==> src/rtl/srfl_pkg.sv <==
// Purpose: shared types and constants of the switch route filter and lock tracker
// Assumes: port 0 is the upstream port, ports 1..NPORT-1 are downstream
// Notes: descriptors carry only what routing and locking need
package srfl_pkg;
  localparam int NPORT = 7;
  localparam int PW = 3;
  localparam logic [PW-1:0] UP_PORT = 3'h0;
  localparam int FIFO_DEPTH = 8;

  typedef logic [3:0] srfl_kind_t;
  localparam srfl_kind_t KIND_MWR = 4'h0;
  localparam srfl_kind_t KIND_MRD = 4'h1;
  localparam srfl_kind_t KIND_CPL = 4'h2;
  localparam srfl_kind_t KIND_MRDLK = 4'h3;
  localparam srfl_kind_t KIND_CPLDLK = 4'h4;
  localparam srfl_kind_t KIND_CPLLK = 4'h5;
  localparam srfl_kind_t KIND_UNLOCK = 4'h6;
  localparam srfl_kind_t KIND_MSG = 4'h7;

  typedef logic [NPORT-1:0] srfl_pvec_t;
  localparam srfl_pvec_t PVEC_ZERO = 7'h00;

  typedef struct packed {
    logic [PW-1:0] src;
    logic [PW-1:0] dst;
    srfl_kind_t kind;
  } srfl_desc_t;

  localparam int DESC_W = $bits(srfl_desc_t);
  localparam srfl_desc_t DESC_ZERO = 10'h000;

  typedef struct packed {
    srfl_desc_t desc;
    logic ur;
  } srfl_dec_t;

  localparam srfl_dec_t DEC_ZERO = 11'h000;

  typedef enum logic [2:0] {
    LK_IDLE = 3'b001,
    LK_DOWN = 3'b010,
    LK_SWITCH = 3'b100
  } srfl_lock_t;
endpackage

==> src/rtl/srfl_route_lock.sv <==
// Purpose: route filter and bus-lock tracker for a multi-port switch
// Assumes: descriptors arrive in order per source; posted-pending vectors come from the queues
// Notes: blocked TLPs wait at the FIFO head, so back-pressure reaches the source
// Operation
// - Peer disable makes every downstream-to-other-downstream TLP an unsupported request.
// - Each port holds a route-disable mask, bit n meaning port n.
// - A set mask bit answers TLPs on that route as unsupported requests.
// - Mask never blocks self, upstream-bound or upstream-sourced routes.
// - Only one locked sequence is tracked at any time.
// - MRdLk from upstream locks the target port against all but upstream.
// - MRdLk waits for posted requests queued to its target port.
// - A locked downstream port alone blocks nothing bound for other ports.
// - CplDLk from the locked port locks upstream against other downstream ports.
// - Whole-switch lock holds others toward upstream or locked port until unlock.
// - CplDLk waits for posted requests queued from that port toward upstream.
// - Unlock after a failed attempt releases the pending lock.
// - Configuration stays writable and effective while locked.
// - Further locked reads, writes and their completions leave lock state alone.
// - Upstream and locked ports may still emit messages and MSIs.
// - Unlock goes to the locked port after posted requests queued to that port drain.
// - A blocked TLP is held, never dropped, until reset, since the Unlock queues behind it.
`timescale 1ns/10ps
`default_nettype none

module srfl_fifo #(
  parameter int WIDTH = 8,
  parameter int DEPTH = 8
) (
  input wire logic clk_sys,
  input wire logic rst_n,
  input wire logic in_valid,
  output logic in_ready,
  input wire logic [WIDTH-1:0] in_data,
  output logic out_valid,
  input wire logic out_ready,
  output logic [WIDTH-1:0] out_data
);
  localparam int AW = $clog2(DEPTH);
  localparam logic [AW:0] CNT_FULL = (AW+1)'(DEPTH);
  localparam logic [AW:0] CNT_ONE = (AW+1)'(1);
  localparam logic [AW-1:0] PTR_ONE = AW'(1);
  logic [WIDTH-1:0] mem [DEPTH];
  logic [AW-1:0] wr_ptr_ff;
  logic [AW-1:0] rd_ptr_ff;
  logic [AW:0] cnt_ff;
  logic [AW:0] nxt_cnt;
  logic room_ff;
  logic empty_ff;
  logic push;
  logic pop;

  assign push = in_valid && room_ff;
  assign pop = out_ready && !empty_ff;
  assign in_ready = room_ff;
  assign out_valid = !empty_ff;
  assign out_data = mem[rd_ptr_ff];

  always_comb begin
    nxt_cnt = cnt_ff;
    if (push && !pop) begin
      nxt_cnt = cnt_ff + CNT_ONE;
    end else if (pop && !push) begin
      nxt_cnt = cnt_ff - CNT_ONE;
    end
  end

  always_ff @(posedge clk_sys) begin
    if (push) begin
      mem[wr_ptr_ff] <= in_data;
    end
  end

  // Flags are registered so that ready and valid never ripple through the counter
  always_ff @(posedge clk_sys or negedge rst_n) begin
    if (!rst_n) begin
      wr_ptr_ff <= '0;
      rd_ptr_ff <= '0;
      cnt_ff <= '0;
      room_ff <= 1'b1;
      empty_ff <= 1'b1;
    end else begin
      if (push) begin
        wr_ptr_ff <= wr_ptr_ff + PTR_ONE;
      end
      if (pop) begin
        rd_ptr_ff <= rd_ptr_ff + PTR_ONE;
      end
      cnt_ff <= nxt_cnt;
      room_ff <= (nxt_cnt != CNT_FULL);
      empty_ff <= (nxt_cnt == '0);
    end
  end
endmodule

module srfl_route_lock (
  input wire logic clk_sys,
  input wire logic rst_n,
  input wire logic tlp_valid,
  input wire srfl_pkg::srfl_desc_t tlp_desc,
  output logic tlp_ready,
  input wire logic peer_route_global_disable,
  input wire srfl_pkg::srfl_pvec_t [srfl_pkg::NPORT-1:0] route_disable_mask,
  input wire srfl_pkg::srfl_pvec_t dn_posted_pend,
  input wire srfl_pkg::srfl_pvec_t up_posted_pend,
  output logic dec_valid,
  output srfl_pkg::srfl_dec_t dec_out,
  input wire logic dec_ready,
  output logic sw_locked,
  output logic dn_locked,
  output logic [srfl_pkg::PW-1:0] locked_port,
  output logic hold_active
);
  import srfl_pkg::*;

  function automatic logic is_dn(input logic [PW-1:0] p);
    return p != UP_PORT;
  endfunction

  function automatic logic is_peer(input srfl_desc_t d);
    return is_dn(d.src) && is_dn(d.dst) && (d.src != d.dst);
  endfunction

  logic hv;
  srfl_desc_t head;
  logic [DESC_W-1:0] head_raw;
  logic pop;
  logic lock_block;
  logic order_wait;
  logic hold;
  logic take;
  logic route_ur;
  srfl_lock_t lock_st_ff;
  srfl_lock_t nxt_lock_st;
  logic [PW-1:0] lock_port_ff;
  logic [PW-1:0] nxt_lock_port;
  logic dec_valid_ff;
  srfl_dec_t dec_ff;
  logic sw_locked_ff;
  logic dn_locked_ff;
  logic hold_ff;

  srfl_fifo #(
    .WIDTH(DESC_W),
    .DEPTH(FIFO_DEPTH)
  ) u_fifo (
    .clk_sys(clk_sys),
    .rst_n(rst_n),
    .in_valid(tlp_valid),
    .in_ready(tlp_ready),
    .in_data(tlp_desc),
    .out_valid(hv),
    .out_ready(pop),
    .out_data(head_raw)
  );

  assign head = srfl_desc_t'(head_raw);

  // Lock blocking checks both the source and the destination against the locked ports
  always_comb begin
    lock_block = 1'b0;
    if (lock_st_ff != LK_IDLE && head.dst == lock_port_ff && head.src != UP_PORT) begin
      lock_block = 1'b1;
    end
    if (lock_st_ff == LK_SWITCH && head.dst == UP_PORT && is_dn(head.src)
      && head.src != lock_port_ff) begin
      lock_block = 1'b1;
    end
  end

  // MRdLk, CplDLk and Unlock may pass non-posted and completions but never posted writes; CplLk is not held
  always_comb begin
    order_wait = 1'b0;
    if (head.kind == KIND_MRDLK && head.src == UP_PORT && dn_posted_pend[head.dst]) begin
      order_wait = 1'b1;
    end
    if (head.kind == KIND_CPLDLK && up_posted_pend[head.src]) begin
      order_wait = 1'b1;
    end
    if (head.kind == KIND_UNLOCK && lock_st_ff != LK_IDLE && dn_posted_pend[lock_port_ff]) begin
      order_wait = 1'b1;
    end
  end

  // Mask and global disable are read live, so side-port writes act even while locked
  always_comb begin
    route_ur = 1'b0;
    if (is_peer(head)) begin
      route_ur = peer_route_global_disable || route_disable_mask[head.src][head.dst];
    end
  end

  assign hold = lock_block || order_wait;
  assign take = hv && !hold && (!dec_valid_ff || dec_ready);
  assign pop = take;

  always_comb begin
    nxt_lock_st = lock_st_ff;
    nxt_lock_port = lock_port_ff;
    if (take) begin
      case (lock_st_ff)
        LK_IDLE: begin
          if (head.kind == KIND_MRDLK && head.src == UP_PORT && is_dn(head.dst)) begin
            nxt_lock_st = LK_DOWN;
            nxt_lock_port = head.dst;
          end
        end
        LK_DOWN: begin
          if (head.kind == KIND_CPLDLK && head.src == lock_port_ff) begin
            nxt_lock_st = LK_SWITCH;
          end else if (head.kind == KIND_UNLOCK && head.src == UP_PORT) begin
            nxt_lock_st = LK_IDLE;
          end
        end
        LK_SWITCH: begin
          // CplLk, MRdLk and MWr here leave the lock as it is
          if (head.kind == KIND_UNLOCK && head.src == UP_PORT) begin
            nxt_lock_st = LK_IDLE;
          end
        end
        default: begin
          nxt_lock_st = LK_IDLE;
        end
      endcase
    end
  end

  always_ff @(posedge clk_sys or negedge rst_n) begin
    if (!rst_n) begin
      lock_st_ff <= LK_IDLE;
      lock_port_ff <= UP_PORT;
      sw_locked_ff <= 1'b0;
      dn_locked_ff <= 1'b0;
    end else begin
      lock_st_ff <= nxt_lock_st;
      lock_port_ff <= nxt_lock_port;
      sw_locked_ff <= (nxt_lock_st == LK_SWITCH);
      dn_locked_ff <= (nxt_lock_st != LK_IDLE);
    end
  end

  always_ff @(posedge clk_sys or negedge rst_n) begin
    if (!rst_n) begin
      dec_valid_ff <= 1'b0;
      dec_ff <= DEC_ZERO;
    end else if (take) begin
      dec_valid_ff <= 1'b1;
      dec_ff.desc <= head;
      dec_ff.ur <= route_ur;
      if (head.kind == KIND_UNLOCK && lock_st_ff != LK_IDLE) begin
        dec_ff.desc.dst <= lock_port_ff;
      end
    end else if (dec_ready) begin
      dec_valid_ff <= 1'b0;
    end
  end

  always_ff @(posedge clk_sys or negedge rst_n) begin
    if (!rst_n) begin
      hold_ff <= 1'b0;
    end else begin
      hold_ff <= hv && hold;
    end
  end

  assign dec_valid = dec_valid_ff;
  assign dec_out = dec_ff;
  assign sw_locked = sw_locked_ff;
  assign dn_locked = dn_locked_ff;
  assign locked_port = lock_port_ff;
  assign hold_active = hold_ff;
endmodule

`default_nettype wire

==> config.mk <==
export PLATFORM = sky130hd
export DESIGN_NAME = srfl_route_lock
export DESIGN_NICKNAME = d
export VERILOG_FILES = /design/src/rtl/srfl_pkg.sv /design/src/rtl/srfl_route_lock.sv
export SDC_FILE = /design/constraint.sdc
export NUM_CORES = 1
export LEC_CHECK = 0
export BUFFER_PORTS_ARGS = -buffer_cell sky130_fd_sc_hd__buf_2
export CAP_MARGIN = 20
export CORE_MARGIN = 1.5
export CORE_UTILIZATION = 58
export CTS_BUF_LIST = sky130_fd_sc_hd__clkbuf_4 sky130_fd_sc_hd__clkbuf_8
export DETAILED_ROUTE_END_ITERATION = 10
export PLACE_DENSITY = 0.82
export SETUP_SLACK_MARGIN = 0.4
export SYNTH_ARGS = -nofsm -noshare
export SYNTH_HDL_FRONTEND = slang
export SYNTH_SLANG_ARGS = --single-unit
export TNS_END_PERCENT = 30
==> constraint.sdc <==
create_clock -name clk_sys -period 4.1 [get_ports clk_sys]
set_input_delay 0 -clock clk_sys [delete_from_list [all_inputs] [get_ports clk_sys]]
set_output_delay 0 -clock clk_sys [all_outputs]
set_load 0.03 [all_outputs]
# [Word level (Yosys, flattened, before mapping)]
# Memories as Yosys holds them, arrays and structs flattened.
# Index checks and enable logic that the tools add are counted.
[totals] regBits=33 ram_bits=80 in_bits=78 out_inout_bits=19 elab_cells=102 n_memories=1
[op_classes] addsub=4 order_cmp=3 n_eq_ne=14 n_mux=28 reduce_logical=37
[memory_table] name="u_fifo.mem" depth=8 word_bits=10 read_ports=1 rd_ports_with_merged_regs=0 write_ports=1 line_no="srfl_route_lock.sv:42" text="logic [WIDTH-1:0] mem [DEPTH];"
[ops] cell="$logic_and 1x1->1" n=22
[ops] cell="$bmux 7 s3" n=1
[ops] cell="$mux 3" n=5
[ops] cell="$mux 1" n=14
[ops] cell="$bmux 1 s3" n=4
[ops] cell="$lt 3x4->1 const B" n=3
[ops] cell="$pmux 3 s3" n=1
[ops] cell="$eq 4x3->1 const B" n=2
[ops] cell="$mux 4" n=2
[ops] cell="$mux 7" n=1
[ops] cell="$add 3x1->3 const B" n=2
[ops] cell="$eq 3x3->1" n=2
[ops] cell="$eq 3x3->1 const B" n=2
[ops] cell="$logic_not 3->1" n=2
[ops] cell="$ne 3x1->1 const B" n=2
[ops] cell="$ne 3x3->1" n=2
[ops] cell="$reduce_bool 3->1" n=2
[ops] cell="$logic_not 1->1" n=5
[ops] cell="$add 4x1->4 const B" n=1
[ops] cell="$eq 4x2->1 const B" n=1
[ops] cell="$logic_not 4->1" n=1
[ops] cell="$ne 4x4->1 const B" n=1
[ops] cell="$sub 4x1->4 const B" n=1
[ops] cell="$eq 3x1->1 const B" n=1
[ops] cell="4 further kinds" n=6

# [Logic depth before layout (Yosys ltp)]
# An unclocked memory read counts as a cell.
[logic_depth] depth_word=16 ltp_mapped=14 mapped_depth_nobuf=10

# [Cells and area by module]
# Synthesis repeated with hierarchy kept, for this count alone.
[hier_totals] hier_cells=377 hier_area_um2=5642.9
[modules_own_cells] mod="srfl_fifo" instances=1 cells_per_inst=194 area_per_inst_um2=3773.6 seq_area_each_um2=2705.1
[modules_own_cells] mod="srfl_route_lock" instances=1 cells_per_inst=183 area_per_inst_um2=1869.3 seq_area_each_um2=526.8

# [Worst setup path before layout]
# Ideal clock, no wire load.
[synth_timing] kind="reg-to-reg" from="register u_fifo.rd_ptr_ff[1]" to="register dec_ff (netlist bit dec_out[1])" setup_time_ps=125 arrival_time_ps=2920 required_time_ps=3975 slack_ps=1055 path_stages_with_launch=13 n_path_buf=4 period_less_slack_ps=3045 path_cell_list="dfrtp_1 -> buf_4 -> buf_2 -> mux4_2 -> mux2_2 -> nor3b_2 -> nand2_1 -> nor3_1 -> nor3_2 -> nand2_2 -> buf_6 -> buf_2 -> mux2_2"
[synth_between] elab_chain_len=11 elab_cells_between_ends=32 classes_between="eq/ne: 5; mux: 9; reduce/logical: 17; memory: 1"
[synth_lines] element="start, declared" line_no="srfl_route_lock.sv:44" text="logic [AW-1:0] rd_ptr_ff;"
[synth_lines] element="start signal, assigned" line_no="srfl_route_lock.sv:86" text="rd_ptr_ff <= rd_ptr_ff + PTR_ONE;"
[synth_lines] element="$mem_v2 8x10 *"
[synth_lines] element="$bmux 1 s3 (tied with other cells)" line_no="srfl_route_lock.sv:173" text="if (head.kind == KIND_MRDLK && head.src == UP_PORT && dn_posted_pend[head.dst]) begin"
[synth_lines] element="$mux 1 (not written as such) / $logic_and 1x1->1 (equally long branches)" line_no="srfl_route_lock.sv:173"
[synth_lines] element="$logic_and 1x1->1" line_no="srfl_route_lock.sv:173"
[synth_lines] element="$mux 1" line_no="srfl_route_lock.sv:173"
[synth_lines] element="$mux 1" line_no="srfl_route_lock.sv:176" text="if (head.kind == KIND_CPLDLK && up_posted_pend[head.src]) begin"
[synth_lines] element="$mux 1" line_no="srfl_route_lock.sv:179" text="if (head.kind == KIND_UNLOCK && lock_st_ff != LK_IDLE && dn_posted_pend[lock_port_ff]) begin"
[synth_lines] element="$logic_or 1x1->1" line_no="srfl_route_lock.sv:192" text="assign hold = lock_block || order_wait;"
[synth_lines] element="$logic_not 1->1" line_no="srfl_route_lock.sv:193" text="assign take = hv && !hold && (!dec_valid_ff || dec_ready);"
[synth_lines] element="$logic_and 1x1->1 (2 in series)" line_no="srfl_route_lock.sv:193"
[synth_lines] element="end, declared" line_no="srfl_route_lock.sv:137" text="srfl_dec_t dec_ff;"
# Every way passes the cells marked *; elsewhere a longest branch is shown, timed or not. The select of a mux whose other input is x is not followed.
# A chain may end at the register's enable or synchronous reset.

# [Final worst setup path]
[layout_timing] from="register u_fifo.rd_ptr_ff[1]" to="register sw_locked_ff, in the netlist sw_locked"
[layout_between] elab_chain_len=13 elab_cells_between_ends=43 classes_between="eq/ne: 7; mux: 14; reduce/logical: 21; memory: 1"
[layout_lines] element="$mem_v2 8x10 *"
[layout_lines] element="$bmux 1 s3 (tied with other cells)" line_no="srfl_route_lock.sv:173"
[layout_lines] element="$mux 1 (not written as such) / $logic_and 1x1->1 (equally long branches)" line_no="srfl_route_lock.sv:173, srfl_route_lock.sv:202"
[layout_lines] element="$logic_and 1x1->1" line_no="srfl_route_lock.sv:173"
[layout_lines] element="$mux 1" line_no="srfl_route_lock.sv:173"
[layout_lines] element="$mux 1" line_no="srfl_route_lock.sv:176"
[layout_lines] element="$mux 1" line_no="srfl_route_lock.sv:179"
[layout_lines] element="$logic_or 1x1->1" line_no="srfl_route_lock.sv:192"
[layout_lines] element="$logic_not 1->1" line_no="srfl_route_lock.sv:193"
[layout_lines] element="$logic_and 1x1->1 (2 in series)" line_no="srfl_route_lock.sv:193"
[layout_lines] element="$mux 3 *" line_no="srfl_route_lock.sv:199" text="if (take) begin"
[layout_lines] element="$eq 3x3->1 *" line_no="srfl_route_lock.sv:236" text="sw_locked_ff <= (nxt_lock_st == LK_SWITCH);"
[layout_lines] element="end signal, assigned" line_no="srfl_route_lock.sv:236"
[layout_lines] element="end, declared" line_no="srfl_route_lock.sv:138" text="logic sw_locked_ff;"
# Marks and branches as above.

==> impl_metrics.sql <==
INSERT INTO impl_metrics (metric_group, metric, value, unit) VALUES
('outcome', 'outcome', 'completed', ''),
('sta', 'finalHoldViolCount', '0', ''),
('route', 'initialDrtViolationCount', '246', ''),
('logic_synthesis', 'yosys_warns', '0', ''),
('route', 'drc', '0', ''),
('logic_synthesis', 'synth_async_sr_flop_share', '29.20', '%'),
('grt', 'grt_pass1_vias', '4258', ''),
('clocking', 'tritoncts_clock_tree', 'built', ''),
('pwr', 'cell_internal_power', '3.391', 'mW'),
('logic_synthesis', 'synth.lib_cells_used.distinct', '66', ''),
('min_path', 'worstHoldPathType', 'in2reg', ''),
('route', 'ant_nets', '0', ''),
('sta', 'period_needed', '3.427', 'ns'),
('logic_synthesis', 'syn_nets', '537', ''),
('finish', 'num_antenna_cells', '0', ''),
('route', 'route.vias.total', '4362', ''),
('logic_synthesis', 'synth_enable_flop_cells', '80', ''),
('route', 'post_drt_via_cell_ratio', '5.992', ''),
('clocking', 'clk_latency_worst_skew_pair', '0.44', 'ns'),
('logic_synthesis', 'yosysSeqAreaShare', '56.43', '%'),
('logic_synthesis', 'synth.avg_cell_area', '12.59', 'sq um'),
('grt', 'grtUsageTotal', '27.14', '%'),
('pwr', 'total_switching_power', '2.519', 'mW'),
('sta', 'skew', '0.01307', 'ns'),
('route', 'wire_per_inst', '18.51', 'microns'),
('die', 'placement_rows', '36', ''),
('finish', 'drive_above_1_share', '35.80', '%'),
('critical_path', 'critical-path-slowest-cell', 'sky130_fd_sc_hd__mux4_2', ''),
('critical_path', 'critical_path_buf_inv_count', '2', ''),
('pwr', 'p_total', '5.910', 'mW'),
('critical_path', 'criticalPathCategory', 'reg2reg', ''),
('die', 'floorplan.die.height', '102.4', 'microns'),
('clocking', 'clk_transition_reported_paths', '0.07', 'ns'),
('finish', 'final_net_count', '664', ''),
('pwr', 'clkPwrFrac', '17.3', '%'),
('pwr', 'combPwrFrac', '53.2', '%'),
('sta', 'max_slew_margin', '27.35', '%'),
('sta', 'finalSetupTns', '0', 'ns'),
('critical_path', 'critical-path-top-delay-family', 'simple AND/OR/NAND/NOR gates', ''),
('sta', 'setup-violations-final', '0', ''),
('pwr', 'pwr-share-seq', '29.5', '%'),
('logic_synthesis', 'synthMuxAreaShare', '12.91', '%'),
('logic_synthesis', 'post_synth_inst_count', '455', ''),
('route', 'firstDrtPassIters', '5', ''),
('finish', 'multi_input_comb_area', '0.002374', 'sq mm'),
('clocking', 'cts_max_level', '4', ''),
('grt', 'grt_max_degree', '34', ''),
('sta', 'max_freq', '291.8', 'MHz'),
('critical_path', 'setup.worst_path.end_class', 'register', ''),
('grt', 'grt_pass1_wl', '20940', 'microns'),
('placement', 'port_buffers', '96', ''),
('finish', 'area_growth_syn_to_layout', '22.26', '%'),
('finish', 'ff_latch_area', '0.003234', 'sq mm'),
('logic_synthesis', 'mapped_area', '0.005727', 'sq mm'),
('logic_synthesis', 'synthXorXnorAreaFrac', '2.141', '%'),
('pwr', 'power.density', '844.1', 'mW/mm^2'),
('logic_synthesis', 'synth_adder_area_share', '1.224', '%'),
('grt', 'overflow', '0', ''),
('pwr', 'power.switching_fraction', '42.62', '%'),
('logic_synthesis', 'post_synth_simple_gate_area', '13.70', '%'),
('die', 'coreArea', '0.009684', 'sq mm'),
('logic_synthesis', 'synth.ff_latch_count', '113', ''),
('pwr', 'ir_worst_vdd', '0.0005167', 'V'),
('critical_path', 'worst_ep_required_time', '4.44', 'ns'),
('placement', 'gp_routability_congestion', '0.9574', ''),
('clocking', 'tritoncts_num_sinks', '113', ''),
('placement', 'hpwlAfterDp', '9267', 'microns'),
('sta', 'max_slew.worst_pin.slew', '1.084', 'ns'),
('route', 'drt_wl_total', '13480', 'microns'),
('finish', 'mostFrequentLayoutCells', '96 x sky130_fd_sc_hd__buf_2, 80 x sky130_fd_sc_hd__nand2_1, 80 x sky130_fd_sc_hd__edfxtp_1, 28 x sky130_fd_sc_hd__dfrtp_1, 22 x sky130_fd_sc_hd__o21ai_0', ''),
('sta', 'timing_max_transition_violations_final', '0', '');
==> path summary, 6_finish.rpt <==
kind,startpoint,end,slack [ns],cells past startpoint
setup / recovery,u_fifo.rd_ptr_ff[1],sw_locked,0.67,12
hold reg to reg,dec_out[9],dec_out[9],0.48,2
min in group asynchronous,rst_n,dec_out[10],0.18,2
max in group asynchronous,rst_n,u_fifo.rd_ptr_ff[1],3.39,2
hold / removal,tlp_valid,u_fifo.wr_ptr_ff[1],0.1,4
setup reg to reg,u_fifo.rd_ptr_ff[1],sw_locked,0.67,12
==> Yosys cell counts (3+ instances only) <==
library cell | count | area [sq um]
sky130_fd_sc_hd__a21oi_1 | 9 | 45.04
sky130_fd_sc_hd__a221oi_1 | 7 | 61.31
sky130_fd_sc_hd__a311oi_1 | 7 | 61.31
sky130_fd_sc_hd__a31oi_1 | 3 | 18.77
sky130_fd_sc_hd__and2_1 | 3 | 18.77
sky130_fd_sc_hd__and3_1 | 9 | 56.30
sky130_fd_sc_hd__buf_2 | 6 | 30.03
sky130_fd_sc_hd__buf_4 | 3 | 22.52
sky130_fd_sc_hd__buf_6 | 3 | 33.78
sky130_fd_sc_hd__clkbuf_1 | 10 | 37.54
sky130_fd_sc_hd__dfrtp_1 | 30 | 750.7
sky130_fd_sc_hd__dfstp_2 | 3 | 78.83
sky130_fd_sc_hd__edfxtp_1 | 80 | 2402
sky130_fd_sc_hd__ha_1 | 4 | 50.05
sky130_fd_sc_hd__inv_1 | 11 | 41.29
sky130_fd_sc_hd__mux2_2 | 12 | 135.1
sky130_fd_sc_hd__mux2i_1 | 9 | 90.09
sky130_fd_sc_hd__mux2i_4 | 3 | 67.56
sky130_fd_sc_hd__mux4_2 | 18 | 405.4
sky130_fd_sc_hd__nand2_1 | 80 | 300.3
sky130_fd_sc_hd__nand2b_1 | 5 | 31.28
sky130_fd_sc_hd__nand3_1 | 11 | 55.05
sky130_fd_sc_hd__nor2_1 | 15 | 56.30
sky130_fd_sc_hd__nor2_2 | 3 | 18.77
sky130_fd_sc_hd__nor2b_1 | 3 | 18.77
sky130_fd_sc_hd__nor3_1 | 15 | 75.07
sky130_fd_sc_hd__nor4_1 | 6 | 37.54
sky130_fd_sc_hd__o21ai_0 | 22 | 110.1
sky130_fd_sc_hd__o32ai_1 | 6 | 52.55
sky130_fd_sc_hd__or3_1 | 3 | 18.77
sky130_fd_sc_hd__xnor2_1 | 12 | 105.1
==> state kept, by name, indices dropped and copies added (netlist names) <==
signal,count
dec_out,11
dec_valid,1
dn_locked,1
hold_active,1
lock_st_ff,3
locked_port,3
sw_locked,1
u_fifo.cnt_ff,4
u_fifo.empty_ff,1
u_fifo.in_ready,1
u_fifo.mem,80
u_fifo.rd_ptr_ff,3
u_fifo.wr_ptr_ff,3
==> area by class of cell <==
class	instances	area share, %
Tap cell	133	2.377
Clock inverter	15	2.252
Multi-Input combinational cell	307	33.90
Sequential cell	113	46.19
Timing Repair Buffer	131	11.29
Inverter	12	0.6433
Clock buffer	17	3.342
==> power by group through the flow <==
stage                     logic [mW]  registers [mW]  clock network (mW)
final                           3.14            1.74                1.03
after global routing            3.41            1.77                1.08
after CTS                       3.01            1.73                1.04
after detailed placement        2.98            1.75                   0
after global placement          2.90            1.73                   0
after floorplan                 2.18            1.83                   0
==> through the flow <==
step | area [sq um] | util (%) | cells | worst slack (ns)
2_1_floorplan | 5727 | - | 455 | 1.055
3_3_place_gp | 6377 | 65.85 | 675 | 0.5366
3_5_place_dp | 6377 | 65.85 | 675 | 0.3986
4_1_cts | 6900 | 71.25 | 720 | 0.4279
5_1_grt | 7002 | 72.30 | 728 | 0.3633
6_report | 7002 | 72.30 | 728 | 0.6728
==> worst min-delay path, delay by kind of cell <==
kind | cells | cell delay [ns]
buffers and inverters | 1 | 0.10
and+or+nand+nor | 3 | 0.38
==> layer usage <==
layer	up-vias	part of all wire, %	global-route usage (%)	wire (microns)
li1	1984	-	-	-
met1	2105	40	33.67	5419
met2	235	50	45.29	6710
met3	38	7.9	7.866	1066
met4	0	2.1	10.43	279
met5	-	0	0	0
==> what timing repair did <==
item,in CTS,in global routing
gates resized for setup,1,9
pin swaps,0,2
endpoints found under the hold margin,112,0
hold buffers,13,0
endpoints found under the setup margin,1,11
setup buffers,0,5
==> kinds of logic (layout without fill, tap and decap cells) <==
group,Yosys count,count (layout)
compound gates,80,80
xor+xnor,14,14
fa+ha+maj,6,6
buf+inv,35,175
flops,113,113
mux,45,45
simple gates,162,162
No activity file was read; power rests on OpenSTA's default activity.
